### config.mk
export PLATFORM = sky130hd
export DESIGN_NAME = devcfg_regs
export DESIGN_NICKNAME = d
export VERILOG_FILES = /design/src/devcfg_pkg.sv /design/src/strap_latch.sv /design/src/devcfg_regs.sv
export VERILOG_INCLUDE_DIRS = /design/src
export SDC_FILE = /design/constraint.sdc
export NUM_CORES = 1
export LEC_CHECK = 0
export ABC_AREA = 0
export BUFFER_PORTS_ARGS = -buffer_cell sky130_fd_sc_hd__buf_2
export CAP_MARGIN = 20
export CORE_MARGIN = 3
export CORE_UTILIZATION = 40
export DETAILED_ROUTE_END_ITERATION = 12
export PLACE_DENSITY = 0.79
export SYNTH_ARGS = -nofsm -noshare
export SYNTH_HDL_FRONTEND = slang
export SYNTH_SLANG_ARGS = --single-unit
### constraint.sdc
create_clock -name clock -period 1.5 [get_ports clock]
set_clock_uncertainty 0.05 [all_clocks]
set_input_delay 0.15 -clock clock [delete_from_list [all_inputs] [get_ports clock]]
set_output_delay 0.15 -clock clock [all_outputs]
set_load 0.05 [all_outputs]
### src/devcfg_params.svh
// constants for the device configuration block
`ifndef DEVCFG_PARAMS_SVH
`define DEVCFG_PARAMS_SVH
`define CFG_BASE_ADDR 32'h01b3f000
`define CFG_WINDOW_BYTES 32'h00001000
`define OFS_PERIPH_ENABLE 12'h000
`define OFS_DEVICE_STATUS 12'h004
`define OFS_SCAN_ID 12'h008
`define OFS_CONFIG_LOCK 12'h00c
`define UNLOCK_KEY 32'h10c0010c
`define PEN_RESET 7'h06
`define PEN_WRITE_MASK 7'h6f
`define BIT_AUDIO_SEL 0
`define BIT_SERIAL_A 1
`define BIT_SERIAL_B 2
`define BIT_I2C0 3
`define BIT_VIDEO_A 5
`define BIT_VIDEO_B 6
`define BOOT_NONE 2'h0
`define BOOT_HOST 2'h1
`define BOOT_ROM8 2'h3
`define MCLK_PIN 2'h0
`define MCLK_DIV4 2'h1
`define MCLK_DIV6 2'h2
`endif

### src/devcfg_pkg.sv
// types shared by the device configuration block
`default_nettype none
package devcfg_pkg;
    typedef struct packed {
        logic ethernet_select_strap;
        logic host_width_strap;
        logic byte_order_strap;
        logic [3:0] memory_address_straps;
        logic general_pin_zero;
    } strap_t;
    typedef struct packed {
        logic byte_order_mode;
        logic [1:0] boot_mode;
        logic [1:0] memory_clock_source;
        logic host_port_width;
        logic host_lower_en;
        logic host_upper_en;
        logic ethernet_en;
        logic strap_invalid;
    } pin_config_t;
    typedef enum logic [1:0] {
        ST_IN_RESET = 2'b00,
        ST_CAPTURED = 2'b01
    } latch_state_t;
endpackage
`default_nettype wire

### src/strap_latch.sv
// samples the straps on the first clock edge after reset and freezes them afterwards
`timescale 1ns/1ps
`default_nettype none
module strap_latch (
    // clock and reset
    input wire logic clock,
    input wire logic arst_n,
    // board straps
    input wire devcfg_pkg::strap_t straps,
    // held values
    output var devcfg_pkg::strap_t held
);
    devcfg_pkg::latch_state_t state_q;
    // async reset only loads constants; pins sampled on clocked edges
    always_ff @(posedge clock or negedge arst_n) begin
        if (!arst_n) begin
            state_q <= devcfg_pkg::ST_IN_RESET;
        end else begin
            state_q <= devcfg_pkg::ST_CAPTURED;
        end
    end
    always_ff @(posedge clock or negedge arst_n) begin
        if (!arst_n) begin
            held <= '0;
        end else begin
            case (state_q)
                devcfg_pkg::ST_IN_RESET: held <= straps; // RL1 RL19
                devcfg_pkg::ST_CAPTURED: held <= held; // RL19
                default: held <= held;
            endcase
        end
    end
    strap_frozen_a: assert property (@(posedge clock) // RL19
        disable iff (!arst_n)
        state_q == devcfg_pkg::ST_CAPTURED |=> $stable(held))
        else $error("straps changed after capture");
endmodule // strap_latch
`default_nettype wire

### src/devcfg_regs.sv
// device configuration: reset straps and peripheral enables
//
// Function
// RL1: latch memory, byte order, width straps at reset
// RL2: ethernet strap with width selects pin use
// RL3: byte order 0 big, 1 little endian
// RL4: boot: none, host port, reserved, ROM
// RL5: memory clock: pin, CPU/4, CPU/6, reserved
// RL6: narrow host port floats upper sixteen pins
// RL7: ethernet strap enables ethernet, drops wide host
// RL8: board keeps general pin zero low
// RL9: host and ethernet share muxed pins
// RL10: timers and gpio always on
// RL11: registers in 4K window at fixed base
// RL12: status and scan id registers provided
// RL13: software enables video, serial, audio, i2c
// RL14: second serial enable resets to one
// RL15: software must clear second serial enable
// RL16: enable bit zero powers peripheral down
// RL17: audio select takes upper video pins
// RL18: enables accepted only after unlock key
// RL19: straps held until next reset
`timescale 1ns/1ps
`default_nettype none
`include "devcfg_params.svh"
module devcfg_regs #(
    parameter logic [31:0] SCAN_ID_VALUE = 32'h0000_0001 // arbitrary value
) (
    // clock and reset
    input wire logic clock,
    input wire logic arst_n,
    // configuration bus
    input wire logic cfg_req,
    input wire logic cfg_wr,
    input wire logic [31:0] cfg_addr,
    input wire logic [31:0] cfg_wdata,
    output logic [31:0] cfg_rdata,
    output logic cfg_ack,
    // board straps
    input wire devcfg_pkg::strap_t straps,
    // strap-derived configuration
    output devcfg_pkg::pin_config_t pin_cfg,
    // peripheral enables
    output logic video_port_a_enable,
    output logic video_port_b_enable,
    output logic serial_port_a_enable,
    output logic serial_port_b_enable,
    output logic i2c_ctrl0_enable,
    output logic audio_port_select,
    output logic video_a_upper_en,
    output logic always_on_enable
);
    localparam logic [31:0] BASE_ADDR = `CFG_BASE_ADDR;
    devcfg_pkg::strap_t held;
    logic [6:0] pen_q;
    logic locked_q;
    logic hit;
    logic [11:0] ofs;
    logic [31:0] rdata_d;
    logic [6:0] pen_wr;
    devcfg_pkg::pin_config_t cfg_d;

    strap_latch u_straps (
        .clock(clock),
        .arst_n(arst_n),
        .straps(straps),
        .held(held)
    );

    // decode within the 4K window
    assign hit = cfg_req &&
        (cfg_addr[31:12] == BASE_ADDR[31:12]); // RL11
    assign ofs = cfg_addr[11:0];

    // strap decode
    always_comb begin
        cfg_d.byte_order_mode = held.byte_order_strap; // RL3
        cfg_d.boot_mode = held.memory_address_straps[3:2]; // RL4
        cfg_d.memory_clock_source = held.memory_address_straps[1:0]; // RL5
        cfg_d.host_port_width = held.host_width_strap; // RL1
        // pin sharing per width and ethernet straps
        cfg_d.ethernet_en = held.ethernet_select_strap; // RL2 RL7
        cfg_d.host_lower_en = !(held.host_width_strap &&
            held.ethernet_select_strap); // RL7 RL9
        cfg_d.host_upper_en = held.host_width_strap &&
            !held.ethernet_select_strap; // RL6 RL9
        cfg_d.strap_invalid = held.general_pin_zero; // RL8
    end

    // pin config registered so outputs come from flops
    always_ff @(posedge clock or negedge arst_n) begin
        if (!arst_n) begin
            pin_cfg <= '0;
        end else begin
            pin_cfg <= cfg_d; // RL2
        end
    end

    // lock: key unlocks, any other value written to the lock register relocks
    always_ff @(posedge clock or negedge arst_n) begin
        if (!arst_n) begin
            locked_q <= 1'b1;
        end else if (hit && cfg_wr && ofs == `OFS_CONFIG_LOCK) begin
            locked_q <= (cfg_wdata != `UNLOCK_KEY); // RL18
        end
    end

    // while locked bits may only be cleared, never newly enabled
    always_comb begin
        pen_wr = (pen_q & ~`PEN_WRITE_MASK) |
            (cfg_wdata[6:0] & `PEN_WRITE_MASK);
        if (locked_q) begin
            pen_wr = pen_wr & pen_q; // RL18
        end
    end

    always_ff @(posedge clock or negedge arst_n) begin
        if (!arst_n) begin
            pen_q <= `PEN_RESET; // RL14
        end else if (hit && cfg_wr && ofs == `OFS_PERIPH_ENABLE) begin
            pen_q <= pen_wr; // RL13
        end
    end

    // enables; a zero keeps the peripheral powered down
    always_ff @(posedge clock or negedge arst_n) begin
        if (!arst_n) begin
            video_port_a_enable <= 1'b0;
            video_port_b_enable <= 1'b0;
            serial_port_a_enable <= 1'b0;
            serial_port_b_enable <= 1'b0;
            i2c_ctrl0_enable <= 1'b0;
            audio_port_select <= 1'b0;
            video_a_upper_en <= 1'b0;
            always_on_enable <= 1'b0;
        end else begin
            video_port_a_enable <= pen_q[`BIT_VIDEO_A]; // RL16
            video_port_b_enable <= pen_q[`BIT_VIDEO_B]; // RL16
            serial_port_a_enable <= pen_q[`BIT_SERIAL_A]; // RL16
            serial_port_b_enable <= pen_q[`BIT_SERIAL_B]; // RL15
            i2c_ctrl0_enable <= pen_q[`BIT_I2C0]; // RL16
            audio_port_select <= pen_q[`BIT_AUDIO_SEL]; // RL17
            video_a_upper_en <= !pen_q[`BIT_AUDIO_SEL]; // RL17
            always_on_enable <= 1'b1; // RL10
        end
    end

    // read mux
    always_comb begin
        rdata_d = 32'h0000_0000;
        case (ofs)
            `OFS_PERIPH_ENABLE: rdata_d = {25'h0, pen_q};
            `OFS_DEVICE_STATUS: rdata_d = {24'h0, held}; // RL12
            `OFS_SCAN_ID: rdata_d = SCAN_ID_VALUE; // RL12
            `OFS_CONFIG_LOCK: rdata_d = {31'h0, locked_q}; // RL18
            default: rdata_d = 32'h0000_0000;
        endcase
    end

    // one-cycle answer; unmapped offsets read zero
    always_ff @(posedge clock or negedge arst_n) begin
        if (!arst_n) begin
            cfg_ack <= 1'b0;
            cfg_rdata <= 32'h0000_0000;
        end else begin
            cfg_ack <= hit;
            cfg_rdata <= (hit && !cfg_wr) ? rdata_d : 32'h0000_0000;
        end
    end

    locked_no_set_a: assert property (@(posedge clock) // RL18
        disable iff (!arst_n)
        locked_q && hit && cfg_wr && ofs == `OFS_PERIPH_ENABLE
        |=> (pen_q & ~$past(pen_q)) == 7'h00)
        else $error("enable set while locked");
    unlock_key_a: assert property (@(posedge clock) // RL18
        disable iff (!arst_n)
        hit && cfg_wr && ofs == `OFS_CONFIG_LOCK &&
        cfg_wdata == `UNLOCK_KEY |=> !locked_q)
        else $error("key did not unlock");
    wide_blocks_eth_a: assert property (@(posedge clock) // RL9
        disable iff (!arst_n)
        pin_cfg.host_upper_en |-> !pin_cfg.ethernet_en)
        else $error("upper host pins and ethernet both on");
    audio_excl_a: assert property (@(posedge clock) // RL17
        disable iff (!arst_n)
        audio_port_select |-> !video_a_upper_en)
        else $error("audio and upper video pins both on");
    enable_follow_a: assert property (@(posedge clock) // RL16
        disable iff (!arst_n)
        1'b1 |=> video_port_b_enable == $past(pen_q[`BIT_VIDEO_B]))
        else $error("video b enable lags register");
    boot_decode_a: assert property (@(posedge clock) // RL4
        disable iff (!arst_n)
        1'b1 |=> pin_cfg.boot_mode == $past(held.memory_address_straps[3:2]))
        else $error("boot mode mismatch");
    clk_decode_a: assert property (@(posedge clock) // RL5
        disable iff (!arst_n)
        1'b1 |=> pin_cfg.memory_clock_source ==
        $past(held.memory_address_straps[1:0]))
        else $error("memory clock source mismatch");
    read_ack_a: assert property (@(posedge clock) // RL11
        disable iff (!arst_n)
        hit |=> cfg_ack)
        else $error("access not answered");
endmodule // devcfg_regs
`default_nettype wire

# [Yosys cells after proc, flatten, opt, wreduce, memory -nomap -nowiden]
# Index checks and enable logic that the tools add are counted.
[classes] n_bitwise=2 n_reduce_logical=13 n_eq_ne=5 n_mux=3
[op_table] operator="!= test 32 x 29 -> 1 bit, second input constant" count=1
[op_table] operator="one-hot mux 8 bit (4 select lines)" count=1
[op_table] operator="equality test 12 x 4 -> 1 bit, second input constant" count=2
[op_table] operator="equality test 20 x 13 -> 1 bit, second input constant" count=1
[op_table] operator="equality test 12 x 3 -> 1 bit, second input constant" count=1
[op_table] operator="zero test 12 bit" count=1
[op_table] operator="two-way mux 8 bit" count=1
[op_table] operator="AND 7 bit" count=1
[op_table] operator="logical AND 1 bit" count=7
[op_table] operator="two-way mux 7 bit" count=1
[op_table] operator="bitwise OR 5 x 7 -> 7 bit" count=1
[op_table] operator="zero test 1 bit" count=4
[op_table] operator="zero test 2 bit" count=1
[totals] wordCells=48 output_inout_bits=51 regBits=43

# [Logic depth before layout (Yosys ltp)]
# Gate-level depths: netlist of the first run.
[depth] word_depth=4 ltp_mapped=5 depth_no_buf=4

# [By module]
# From an unflattened synthesis of the first run, not the netlist that was laid out.
[hier_totals] cells_unflattened=142 hier_area_um2=1825.5
[by_module_without_submodules] module="devcfg_regs" n_inst=1 seq_area_each_um2=854.6 cells_per_inst=123 area_per_inst_um2=1465.2
[by_module_without_submodules] module="strap_latch" n_inst=1 seq_area_each_um2=225.2 cells_per_inst=19 area_per_inst_um2=360.3

# [Worst setup path before layout of the first run]
# OpenSTA, ideal clock, no wires.
[synth_path] kind="input port to flip-flop" from="in cfg_addr[7]" to="reg pen_q[0]" path_buffers=1 t_arrival_ns=1.992 cell_stages=5 slack_ns=-0.663 cell_sequence="or4_1 > or4_4 > or4_1 > buf_2 > o22a_1"
[synth_between] elab_chain_len=2
[synth_lines] item="from (decl)" line_no="devcfg_regs.sv:35" text="input wire logic [31:0] cfg_addr,"
[synth_lines] item="zero test 12 bit (no line)"
[synth_lines] item="logical AND 1 bit (no line)"
[synth_lines] item="to (signal assigned)" line_no="devcfg_regs.sv:119" text="pen_q <= `PEN_RESET;"
[synth_lines] item="to (signal assigned)" line_no="devcfg_regs.sv:121" text="pen_q <= pen_wr;"
[synth_lines] item="to (decl)" line_no="devcfg_regs.sv:55" text="logic [6:0] pen_q;"
# No other way between the ends.
# A chain may end at the register's enable or synchronous reset.

# [Final worst setup path of the first run]
[layout_path] from="in cfg_addr[8]" to="reg cfg_rdata[3]"
[layout_between] elab_chain_len=3 word_cells_on_any_way=6 classes_between="3 x eq/ne; 2 x mux; 1 x reduce/logical"
[layout_lines] item="equality test 12 x 4 -> 1 bit, or another cell as far along" line_no="devcfg_regs.sv:151" text="case (ofs)"
[layout_lines] item="one-hot mux 8 bit (4 select lines) (*)" line_no="devcfg_regs.sv:151"
[layout_lines] item="two-way mux 8 bit (*)" line_no="devcfg_regs.sv:167" text="cfg_rdata <= (hit && !cfg_wr) ? rdata_d : 32'h0000_0000;"
[layout_lines] item="to (signal assigned)" line_no="devcfg_regs.sv:167"
[layout_lines] item="to (decl)" line_no="devcfg_regs.sv:37" text="output logic [31:0] cfg_rdata,"
# Every way passes the cells marked *; elsewhere a longest branch is shown, timed or not.

==> reports/metrics.csv, run 1 <==
stage,metric,value,unit
clock_tree,Clock Path Buffers,2,
grt,largest net degree at the start of global routing,43,
placement,instance area at placement,2312,sq um
logic_synthesis,register area share after synthesis,0.5996,
route,vias,1421,
pwr,Static Leak,1.320,nW
route,Routed wire per std cell,13.63,um
route,router iterations before antenna repair,4,
worst_hold_path,Hold Path Class,in2reg,
timing,Pins Over Slew Limit,0,
worst_setup_path,Critical Path Sink Type,flop,
logic_synthesis,Synth cell types,25,
clock_tree,clock slew at reported path FFs,70,ps
route,Iter 0 DRT Violations,27,
cells_and_area,# nets final,334,
grt,total congestion overflow,0,
die,Die Y,72.32,um
logic_synthesis,synthesis-stage register bit count,42,
clock_tree,CTS sink count,42,
run,Max Cap Violations,0,
worst_setup_path,CP dominant cell by count,or4_4,
route,Routed Antenna Nets,0,
timing,Final Setup Violations,15,
timing,RSZ-0062 raised after global routing,true,
grt,antenna violations before repair,0,
route,final wirelength,4.212,mm
timing,Achievable Freq,533.5,MHz
placement,dpl ws,-823.6,ps
cells_and_area,Area Growth Syn to Fin,42.18,%
clock_tree,CTS Buf Count,5,
timing,Hold Fails Final Rpt,0,
worst_setup_path,CP Data Required Time,1680,ps
clock_tree,Worst-Skew Late Latency,290,ps
worst_setup_path,CP max stage cell,or4_4,
worst_setup_path,CP startpoint kind,input port,
pwr,Switching Fraction,0.2845,
logic_synthesis,Mapped Cells,140,
worst_setup_path,arrival time of the worst setup path,2050,ps
pwr,NetSw,724.6,uW
logic_synthesis,Syn. warnings,0,
timing,relative slew slack,0.6635,
die,row cnt,23,
die,die area,5229,sq um
grt,first-pass GRT wire length,6.451,mm
route,Vias/cell,4.599,
die,Core ar.,4115,sq um
worst_setup_path,Worst path max stage delay,530,ps
logic_synthesis,Syn Area/Cell,12.57,sq um
clock_tree,# H-tree levels,2,
run_status,failing checks,setup timing,
clock_tree,CTS tree,built,
pwr,Clock power frac,0.339,
timing,WHS,34.80,ps
placement,I/O Buffers,102,
worst_setup_path,crit path kind,in2reg,
die,IO Count,127,
timing,Final Cycle Share,1.250,
run_status,outcome,"complete, but fails checks",
cells_and_area,fin util,0.6078,
cells_and_area,post-route cell area,2501,sq um
pwr,power per cell area,1018,nW/um^2
pwr,Peak VDD IR,0.0003278,V
worst_setup_path,CP Cell Sequence,"buf_6, or4_4, or4_4, buf_6, or4_4, nor2_1",
timing,fin worst setup slack,-374.4,ps
pwr,Comb pwr share,0.185,
die,Die W,72.32,um
grt,GR Util All Layers,0.1645,
die,Initial Util,0.4275,
placement,detailed placement HPWL,3.277,mm
logic_synthesis,Post-Syn Area,1759,sq um
pwr,Seq pwr share,0.476,
clock_tree,clk root buf,clkbuf_8,
cells_and_area,layout cell share with drive strength beyond 1,0.5598,
timing,Worst-Margin Slew,504.8,ps
route,DRC viols,0,
pwr,internal cell power,1.822,mW
grt,vias in the first global route,1418,
placement,Placer Congestion,0.8490,
worst_setup_path,CP max FO,7,
cells_and_area,ant diodes,0,
timing,post-layout min period,1874,ps
[final timing paths]
path | start | to | slack (ps) | cells past startpoint
max reg2reg | locked_q | pen_q[6] | 250 | 4
min reg2reg | u_straps.held[1] | pin_cfg[5] | 350 | 0
max in group asynchronous | arst_n | locked_q | 630 | 3
max | cfg_addr[8] | cfg_rdata[3] | -370 | 6
min in group asynchronous | arst_n | cfg_rdata[7] | 390 | 3
min | straps[5] | u_straps.held[5] | 30 | 2
[logic make-up (layout without fill, tap and decap cells)]
family / count (synthesis) / count (layout) / synth area share
mux: 15 / 15 / 0.09175
compound gates: 7 / 7 / 0.03556
simple gates: 45 / 45 / 0.1551
flops: 42 / 42 / 0.5996
buf+inv: 29 / 125 / 0.1138
other cells: 2 / 25 / 0.004269
[sequential cells by signal (all words and copies together) (netlist names)]
| register | cells |
|---|---|
| pen_q | 6 |
| pin_cfg | 10 |
| cfg_ack | 1 |
| video_a_upper_en | 1 |
| locked_q | 1 |
| audio_port_select | 1 |
| u_straps.state_q | 1 |
| video_port_a_enable | 1 |
| u_straps.held | 8 |
| serial_port_a_enable | 1 |
| video_port_b_enable | 1 |
| serial_port_b_enable | 1 |
| cfg_rdata | 8 |
| i2c_ctrl0_enable | 1 |
[routing by layer]
metal | vias to the layer above | global-route usage | part of all wire
met4 | 0 | 0.05010 | 0.011
met5 | - | 0 | 0
li1 | 682 | - | -
met1 | 649 | 0.1783 | 0.36
met3 | 6 | 0.04848 | 0.10
met2 | 84 | 0.3054 | 0.52
[synth_stat cells]
| cell | count | area, sq um |
|---|---|---|
| o22a_1 | 6 | 52.55 |
| or4_4 | 1 | 11.26 |
| dfrtp_1 | 39 | 975.9 |
| nand3_1 | 1 | 5.000 |
| nor4_1 | 4 | 25.02 |
| nor2b_1 | 1 | 6.260 |
| nand4_1 | 4 | 25.02 |
| nand2b_1 | 1 | 6.260 |
| dfstp_2 | 3 | 78.83 |
| nand2_1 | 7 | 26.28 |
| mux2_2 | 9 | 101.4 |
| buf_2 | 1 | 5.000 |
| clkbuf_1 | 3 | 11.26 |
| buf_4 | 24 | 180.2 |
| nor2_1 | 10 | 37.54 |
| inv_1 | 1 | 3.750 |
| or4_1 | 5 | 37.54 |
| nor4b_1 | 3 | 26.28 |
| nor4b_2 | 1 | 15.01 |
| nor4bb_1 | 2 | 20.02 |
| nor3_1 | 4 | 20.02 |
| or4bb_1 | 1 | 11.26 |
| mux2i_1 | 6 | 60.06 |
| o311a_1 | 1 | 10.01 |
| conb_1 | 2 | 7.510 |
[stage by stage]
| step | instances | TNS [ps] | total power [mW] |
|---|---|---|---|
| 3_3_place_gp | 299 | -10740 | 1.687 |
| 6_report | 309 | -4934 | 2.547 |
| 4_1_cts | 310 | -5180 | 2.558 |
| 2_1_floorplan | 163 | -7346 | 1.568 |
| 5_1_grt | 309 | -5523 | 2.641 |
| 3_5_place_dp | 299 | -10980 | 1.695 |
[power groups by stage]
stage          Clock, mW  Sequential (mW)  Combinational, mW
2_1_floorplan          0             1.33              0.240
3_3_place_gp           0             1.23              0.457
3_5_place_dp           0             1.23              0.461
4_1_cts            0.877             1.21              0.469
5_1_grt            0.920             1.22              0.504
6_report           0.864             1.21              0.471
[repair_timing]
| action | CTS | global route |
|---|---|---|
| pin swaps | 10 | 1 |
| endpoints found under the setup margin | 15 | 15 |
| resized for setup | 12 | 5 |
| hold buffers | 1 | 0 |
| hold endpoints to repair | 39 | 0 |
| setup buffers | 2 | 0 |
[cell type report]
cell class / instances / area, sq um
inverter: 1 / 3.754
timing repair buffer: 116 / 634.4
clock inverter: 1 / 30.03
tap: 50 / 62.56
sequential: 42 / 1055
fill: 340 / 1614
clock buffer: 7 / 76.32
multi-input combinational: 92 / 639.4
[worst max-delay path: cells and delay by family]
kind | cells | cell delay (ps)
simple gates | 4 | 1670
buf+inv | 2 | 230
[layout by cell type, fill, tap and decap left out, types with 2 or more instances in the layout]
cell | netlist | layout
buf_2 | 1 | 100
or4_4 | 1 | 4
mux2i_1 | 6 | 6
conb_1 | 2 | 25
nand2_1 | 7 | 7
nor3_1 | 4 | 2
o22a_1 | 6 | 6
or4_1 | 5 | 2
nor4_1 | 4 | 4
nor4b_1 | 3 | 3
nor2_2 | 0 | 4
clkbuf_8 | 0 | 5
nor2_1 | 10 | 5
dfrtp_1 | 39 | 39
buf_4 | 24 | 12
dfstp_2 | 3 | 3
buf_6 | 0 | 3
nor4bb_1 | 2 | 2
clkbuf_1 | 3 | 2
nand4_1 | 4 | 4
mux2_2 | 9 | 8
No activity file was read; power rests on OpenSTA's default activity.
==> run 2: changes to the inputs <==
CORE_ASPECT_RATIO = 0.9   (was not set)
CORE_MARGIN = 2   (was 3)
SKIP_LAST_GASP = 1   (was not set)
==> run 2 against run 1 <==
The flow still finishes with violations (setup timing). Critical path depth decreased by 1. Critical endpoint is now pen_q[6]. Sequential power barely moved. Clock-buffer cell count stayed put. Highest routed layer unchanged.
==> reports/metrics.csv, run 2 (synthesized netlist as in run 1, its figures left out) <==
stage,metric,value,unit
run_status,outcome,"complete, but fails checks",
run_status,failing checks,setup timing,
timing,post-layout min period,1892,ps
cells_and_area,fillcell total,344,
clock_tree,Clock Path Buffers,2,
worst_setup_path,CP Cell Sequence,"buf_6, or4_4, or4_4, or4_4, o22a_1",
cells_and_area,layout cell share with drive strength beyond 1,0.5504,
pwr,Peak VDD IR,0.0003689,V
pwr,Static Leak,1.329,nW
worst_setup_path,CP bufs+invs,1,
route,vias,1419,
grt,total congestion overflow,0,
cells_and_area,"leading cell type in the layout, fill and taps excluded",buf_2,
die,IO Count,127,
worst_setup_path,CP startpoint kind,input port,
run,Max Cap Violations,0,
die,row cnt,22,
cells_and_area,most frequent cells in the layout,"buf_2, dfrtp_1, conb_1",
clock_tree,# H-tree levels,2,
die,Die W,73.91,um
cells_and_area,top flop regs,"pin_cfg: 10 flops, cfg_rdata: 8 flops, u_straps.held: 8 flops",
cells_and_area,largest register by flop count,pin_cfg,
timing,fin worst setup slack,-392.3,ps
grt,antenna violations before repair,0,
clock_tree,CTS tree,built,
worst_setup_path,CP max FO,6,
worst_setup_path,Levels on crit path,5,
clock_tree,clock slew at reported path FFs,70,ps
clock_tree,Worst-Skew Late Latency,300,ps
route,DRC viols,0,
worst_hold_path,Worst Hold Depth,3,
clock_tree,CTS sink count,42,
die,Core ar.,4156,sq um
clock_tree,clk root buf,clkbuf_8,
route,Routed wire per std cell,12.42,um
cells_and_area,fin util,0.6051,
die,die area,4945,sq um
die,Initial Util,0.4232,
timing,RSZ-0062 raised after global routing,true,
die,Die Y,66.92,um
cells_and_area,Largest register FFs,10,
worst_setup_path,Worst path max stage delay,550,ps
worst_hold_path,Hold Path Class,in2reg,
worst_setup_path,arrival time of the worst setup path,2030,ps
worst_setup_path,Critical Path Sink Type,flop,
timing,Achievable Freq,528.4,MHz
placement,Cells after DPL,308,
worst_setup_path,crit-path leading delay family,simple AND/OR/NAND/NOR gates,
timing,Pins Over Slew Limit,0,
grt,GR Util All Layers,0.1720,
cells_and_area,post-route cell area,2515,sq um
cells_and_area,ant diodes,0,
timing,Final Setup Violations,15,
grt,first-pass GRT wire length,6.051,mm
timing,Final Cycle Share,1.262,
worst_setup_path,CP max stage cell,or4_4,
clock_tree,CTS Buf Count,5,
placement,I/O Buffers,102,
grt,largest net degree at the start of global routing,43,
route,Iter 0 DRT Violations,47,
cells_and_area,# nets final,333,
worst_setup_path,crit path kind,in2reg,
cells_and_area,Area Growth Syn to Fin,42.96,%
placement,instance area at placement,2330,sq um
grt,vias in the first global route,1343,
worst_setup_path,CP Data Required Time,1640,ps
timing,Hold Fails Final Rpt,0,
placement,detailed placement HPWL,3.044,mm
cells_and_area,final std cells w/o fill,318,
route,Vias/cell,4.462,
route,final wirelength,3.948,mm
worst_setup_path,Reg2Reg Depth,4,
placement,Placer Congestion,0.8130,
route,router iterations before antenna repair,3,
worst_setup_path,CP dominant cell by count,or4_4,
route,Routed Antenna Nets,0,
pwr,power per cell area,1014,nW/um^2
[run 2: worst min-delay path: cells and delay by family]
family	cells	cell delay [ps]
AND/OR/NAND/NOR	2	90
buffers and inverters	1	100
[run 2: per-stage QoR]
stage | total power, mW | TNS, ps | setup WS, ps | hold WS (ps)
final | 2.550 | -5346 | -392.3 | 28.02
after global routing | 2.650 | -5913 | -434.0 | 22.83
after CTS | 2.557 | -5322 | -419.6 | 20.37
after detailed placement | 1.696 | -11000 | -811.2 | 87.05
after global placement | 1.687 | -10730 | -781.0 | 87.42
after floorplan | 1.568 | -7346 | -643.4 | -195.6
[run 2: final timing paths]
| check | start | end | slack (ps) |
|---|---|---|---|
| max | cfg_addr[11] | pen_q[6] | -390 |
| min | cfg_addr[21] | cfg_ack | 30 |
| max reg2reg | locked_q | pen_q[6] | 250 |
| min reg2reg | u_straps.held[1] | pin_cfg[5] | 350 |
| max in group asynchronous | arst_n | locked_q | 840 |
| min in group asynchronous | arst_n | cfg_ack | 300 |
[run 2: timing repair]
action,4_1_cts,5_1_grt
endpoints found under the setup margin,15,15
pin swaps,9,5
endpoints found under the hold margin,40,0
setup buffers,1,1
hold buffers,1,0
gates resized for setup,7,8
[run 2: cell type report]
type	count	area [sq um]	share of cell area
clock buffer	7	76.32	0.03035
clock inverter	1	30.03	0.01194
inverter	1	3.754	0.001493
multi-input combinational	92	635.6	0.2527
sequential	42	1055	0.4194
tap	60	75.07	0.02985
timing repair buffer	115	639.4	0.2542
[run 2: power by group]
group | switching [mW] | leakage [nW] | internal, mW
sequential | 0.0286 | 0.527 | 1.18
clock | 0.370 | 0.0524 | 0.498
combinational | 0.326 | 0.750 | 0.145
[run 2: layer usage]
layer	global-route usage	part of all wire
met5	0	0
met4	0.08864	0.022
met3	0.05598	0.090
met2	0.3036	0.50
met1	0.1810	0.39
==> run 3: changes to the inputs <==
==> constraint.sdc (replaced) <==
create_clock -name clock -period 1.5 [get_ports clock]
set_clock_uncertainty 0.05 [all_clocks]
set_input_delay 0.3 -clock clock [delete_from_list [all_inputs] [get_ports clock]]
set_output_delay 0.3 -clock clock [all_outputs]
set_load 0.05 [all_outputs]
==> run 3 against run 2 <==
The flow still finishes with violations (setup timing). Sequential power barely moved. Maximum frequency fell by 8.5%. Final area rose by 0.60%. Clock power fell by 2.8%. Power fell by 0.68%. Critical path depth did not move. Worst setup slack got worse by 180 ps. Global-route usage fell by 0.15 points. Die area did not move. Final cell count rose by 0.63%. Via count rose by 1.4%. Worst hold slack improved by 160 ps. Critical endpoint is now pen_q[5]. Largest cell class unchanged.
==> reports/metrics.csv, run 3 (synthesized netlist as in run 1, its figures left out) <==
stage,metric,value,unit
cells_and_area,largest register by flop count,pin_cfg,
grt,largest net degree at the start of global routing,29,
worst_hold_path,Hold Path Class,in2reg,
grt,vias in the first global route,1371,
clock_tree,# H-tree levels,2,
cells_and_area,Area Growth Syn to Fin,43.81,%
pwr,NetSw,702.9,uW
worst_setup_path,crit path kind,in2reg,
cells_and_area,most frequent cells in the layout,"buf_2, dfrtp_1, conb_1",
worst_setup_path,CP Data Required Time,1620,ps
die,Die Y,66.92,um
die,Initial Util,0.4232,
grt,GRT busiest layer,met2,
grt,grt met2 use,0.3248,
placement,I/O Buffers,102,
grt,GR Util All Layers,0.1705,
worst_hold_path,Hold Path End,u_straps.held[0],
timing,Final Cycle Share,1.379,
timing,fin worst setup slack,-568.7,ps
cells_and_area,"leading cell type in the layout, fill and taps excluded",buf_2,
cells_and_area,# nets final,335,
die,Core ar.,4156,sq um
cells_and_area,fin util,0.6087,
die,IO Count,127,
pwr,Switching Fraction,0.2776,
worst_hold_path,hold_sp,straps[0],
grt,antenna violations before repair,0,
timing,Achievable Freq,483.4,MHz
timing,Final Setup Violations,15,
grt,grt met1 use,0.1668,
pwr,power per cell area,1001,nW/um^2
clock_tree,CTS sink count,42,
cells_and_area,fillcell total,342,
worst_setup_path,"setup slack, reg-to-reg",260,ps
route,Vias/cell,4.497,
worst_setup_path,arrival time of the worst setup path,2190,ps
clock_tree,clk root buf,clkbuf_8,
die,die area,4945,sq um
timing,RSZ-0062 raised after global routing,true,
route,Routed wire per std cell,12.37,um
pwr,Clock power frac,0.333,
placement,Cells after DPL,311,
clock_tree,CTS Buf Count,5,
clock_tree,Worst-Skew Late Latency,290,ps
pwr,Comb pwr share,0.191,
run_status,failing checks,setup timing,
worst_setup_path,FF-to-FF End,pen_q[5],
placement,detailed placement HPWL,3.170,mm
placement,Placer Congestion,0.8128,
run,Max Cap Violations,0,
grt,first-pass GRT wire length,6.147,mm
die,row cnt,22,
route,router iterations before antenna repair,4,
cells_and_area,ant diodes,0,
timing,Pins Over Slew Limit,0,
route,Routed Antenna Nets,0,
worst_hold_path,Worst Hold Depth,2,
clock_tree,CTS tree,built,
die,Die W,73.91,um
timing,post-layout min period,2069,ps
clock_tree,Clock Path Buffers,2,
grt,total congestion overflow,0,
route,DRC viols,0,
cells_and_area,top flop regs,"pin_cfg: 10 flops, cfg_rdata: 8 flops, u_straps.held: 8 flops",
cells_and_area,layout cell share with drive strength beyond 1,0.5500,
clock_tree,clock slew at reported path FFs,70,ps
pwr,internal cell power,1.830,mW
route,Iter 0 DRT Violations,37,
cells_and_area,post-route cell area,2530,sq um
placement,instance area at placement,2352,sq um
worst_setup_path,r2r startpoint,locked_q,
worst_setup_path,Critical Path Sink Type,flop,
pwr,Seq pwr share,0.476,
run_status,outcome,"complete, but fails checks",
route,vias,1439,
timing,Hold Fails Final Rpt,0,
worst_setup_path,CP startpoint kind,input port,
cells_and_area,final std cells w/o fill,320,
pwr,Tot Pwr,2.532,mW
worst_setup_path,Reg2Reg Depth,4,
grt,routing usage on met3,0.05144,
pwr,Static Leak,1.342,nW
route,final wirelength,3.957,mm
cells_and_area,Largest register FFs,10,
pwr,Peak VDD IR,0.0005438,V
worst_setup_path,CP max FO,6,
## run 3: cell count changes in the layout (fill, tap and decap cells not counted)
cell / previous run / this run
buf_4: 10 / 12
nor2_2: 3 / 2
nor3_4: 2 / 1
nor2_1: 7 / 8
nor4b_4: 0 / 1
nor3_2: 0 / 1
nor4b_2: 1 / 0
## run 3: timing repair
action	4_1_cts	5_1_grt
resized for setup	10	4
hold endpoints to repair	11	0
pin swaps	3	1
gates cloned	0	0
setup endpoints to repair	15	15
buffers inserted	0	1
hold buffers	1	0
## run 3: layer usage
layer  vias up  part of all wire
met4         0             0.021
met5         -                 0
met1       665              0.36
li1        682                 -
met2        82              0.52
met3        10             0.094
## run 3: through the flow
| step | hold WS [ps] | setup slack, ps | setup TNS (ps) |
|---|---|---|---|
| after global routing | 191.8 | -577.5 | -7959 |
| final | 190.3 | -568.7 | -7454 |
| after CTS | 182.8 | -564.6 | -7561 |
| after floorplan | -45.59 | -793.4 | -9596 |
| after global placement | 177.9 | -931.0 | -12970 |
| after detailed placement | 182.8 | -965.7 | -13160 |
## run 3: area by class of cell
class | instances | area, sq um | share of cell area
timing repair buffer | 117 | 654.4 | 0.2587
inverter | 1 | 3.754 | 0.001484
clock inverter | 1 | 30.03 | 0.01187
clock buffer | 7 | 76.32 | 0.03017
tap | 60 | 75.07 | 0.02967
multi-input combinational | 92 | 635.6 | 0.2512
sequential | 42 | 1055 | 0.4169
## run 3: power by group through the flow
stage	clock (mW)	combinational [mW]	sequential, mW
final	0.844	0.483	1.21
after global routing	0.905	0.515	1.21
after CTS	0.869	0.481	1.21
after detailed placement	0	0.475	1.23
after global placement	0	0.466	1.23
after floorplan	0	0.240	1.33
## run 3: worst max path at each step
| stage | startpoint | to | slack [ps] | depth (start not counted) |
|---|---|---|---|---|
| floorplan | cfg_addr[11] | pen_q[0] | -790 | 5 |
| global placement | cfg_addr[11] | pen_q[3] | -930 | 5 |
| detailed placement | cfg_addr[11] | pen_q[5] | -970 | 5 |
| CTS | cfg_addr[0] | pen_q[5] | -560 | 5 |
| global route | cfg_addr[5] | pen_q[5] | -580 | 5 |
| finish | cfg_addr[0] | pen_q[5] | -570 | 5 |
## run 3: worst max-delay path, cell delays in order
cell    delay [ps]
buf_6           90
or4_4          510
or4_4          530
or4_4          540
o22a_1         210
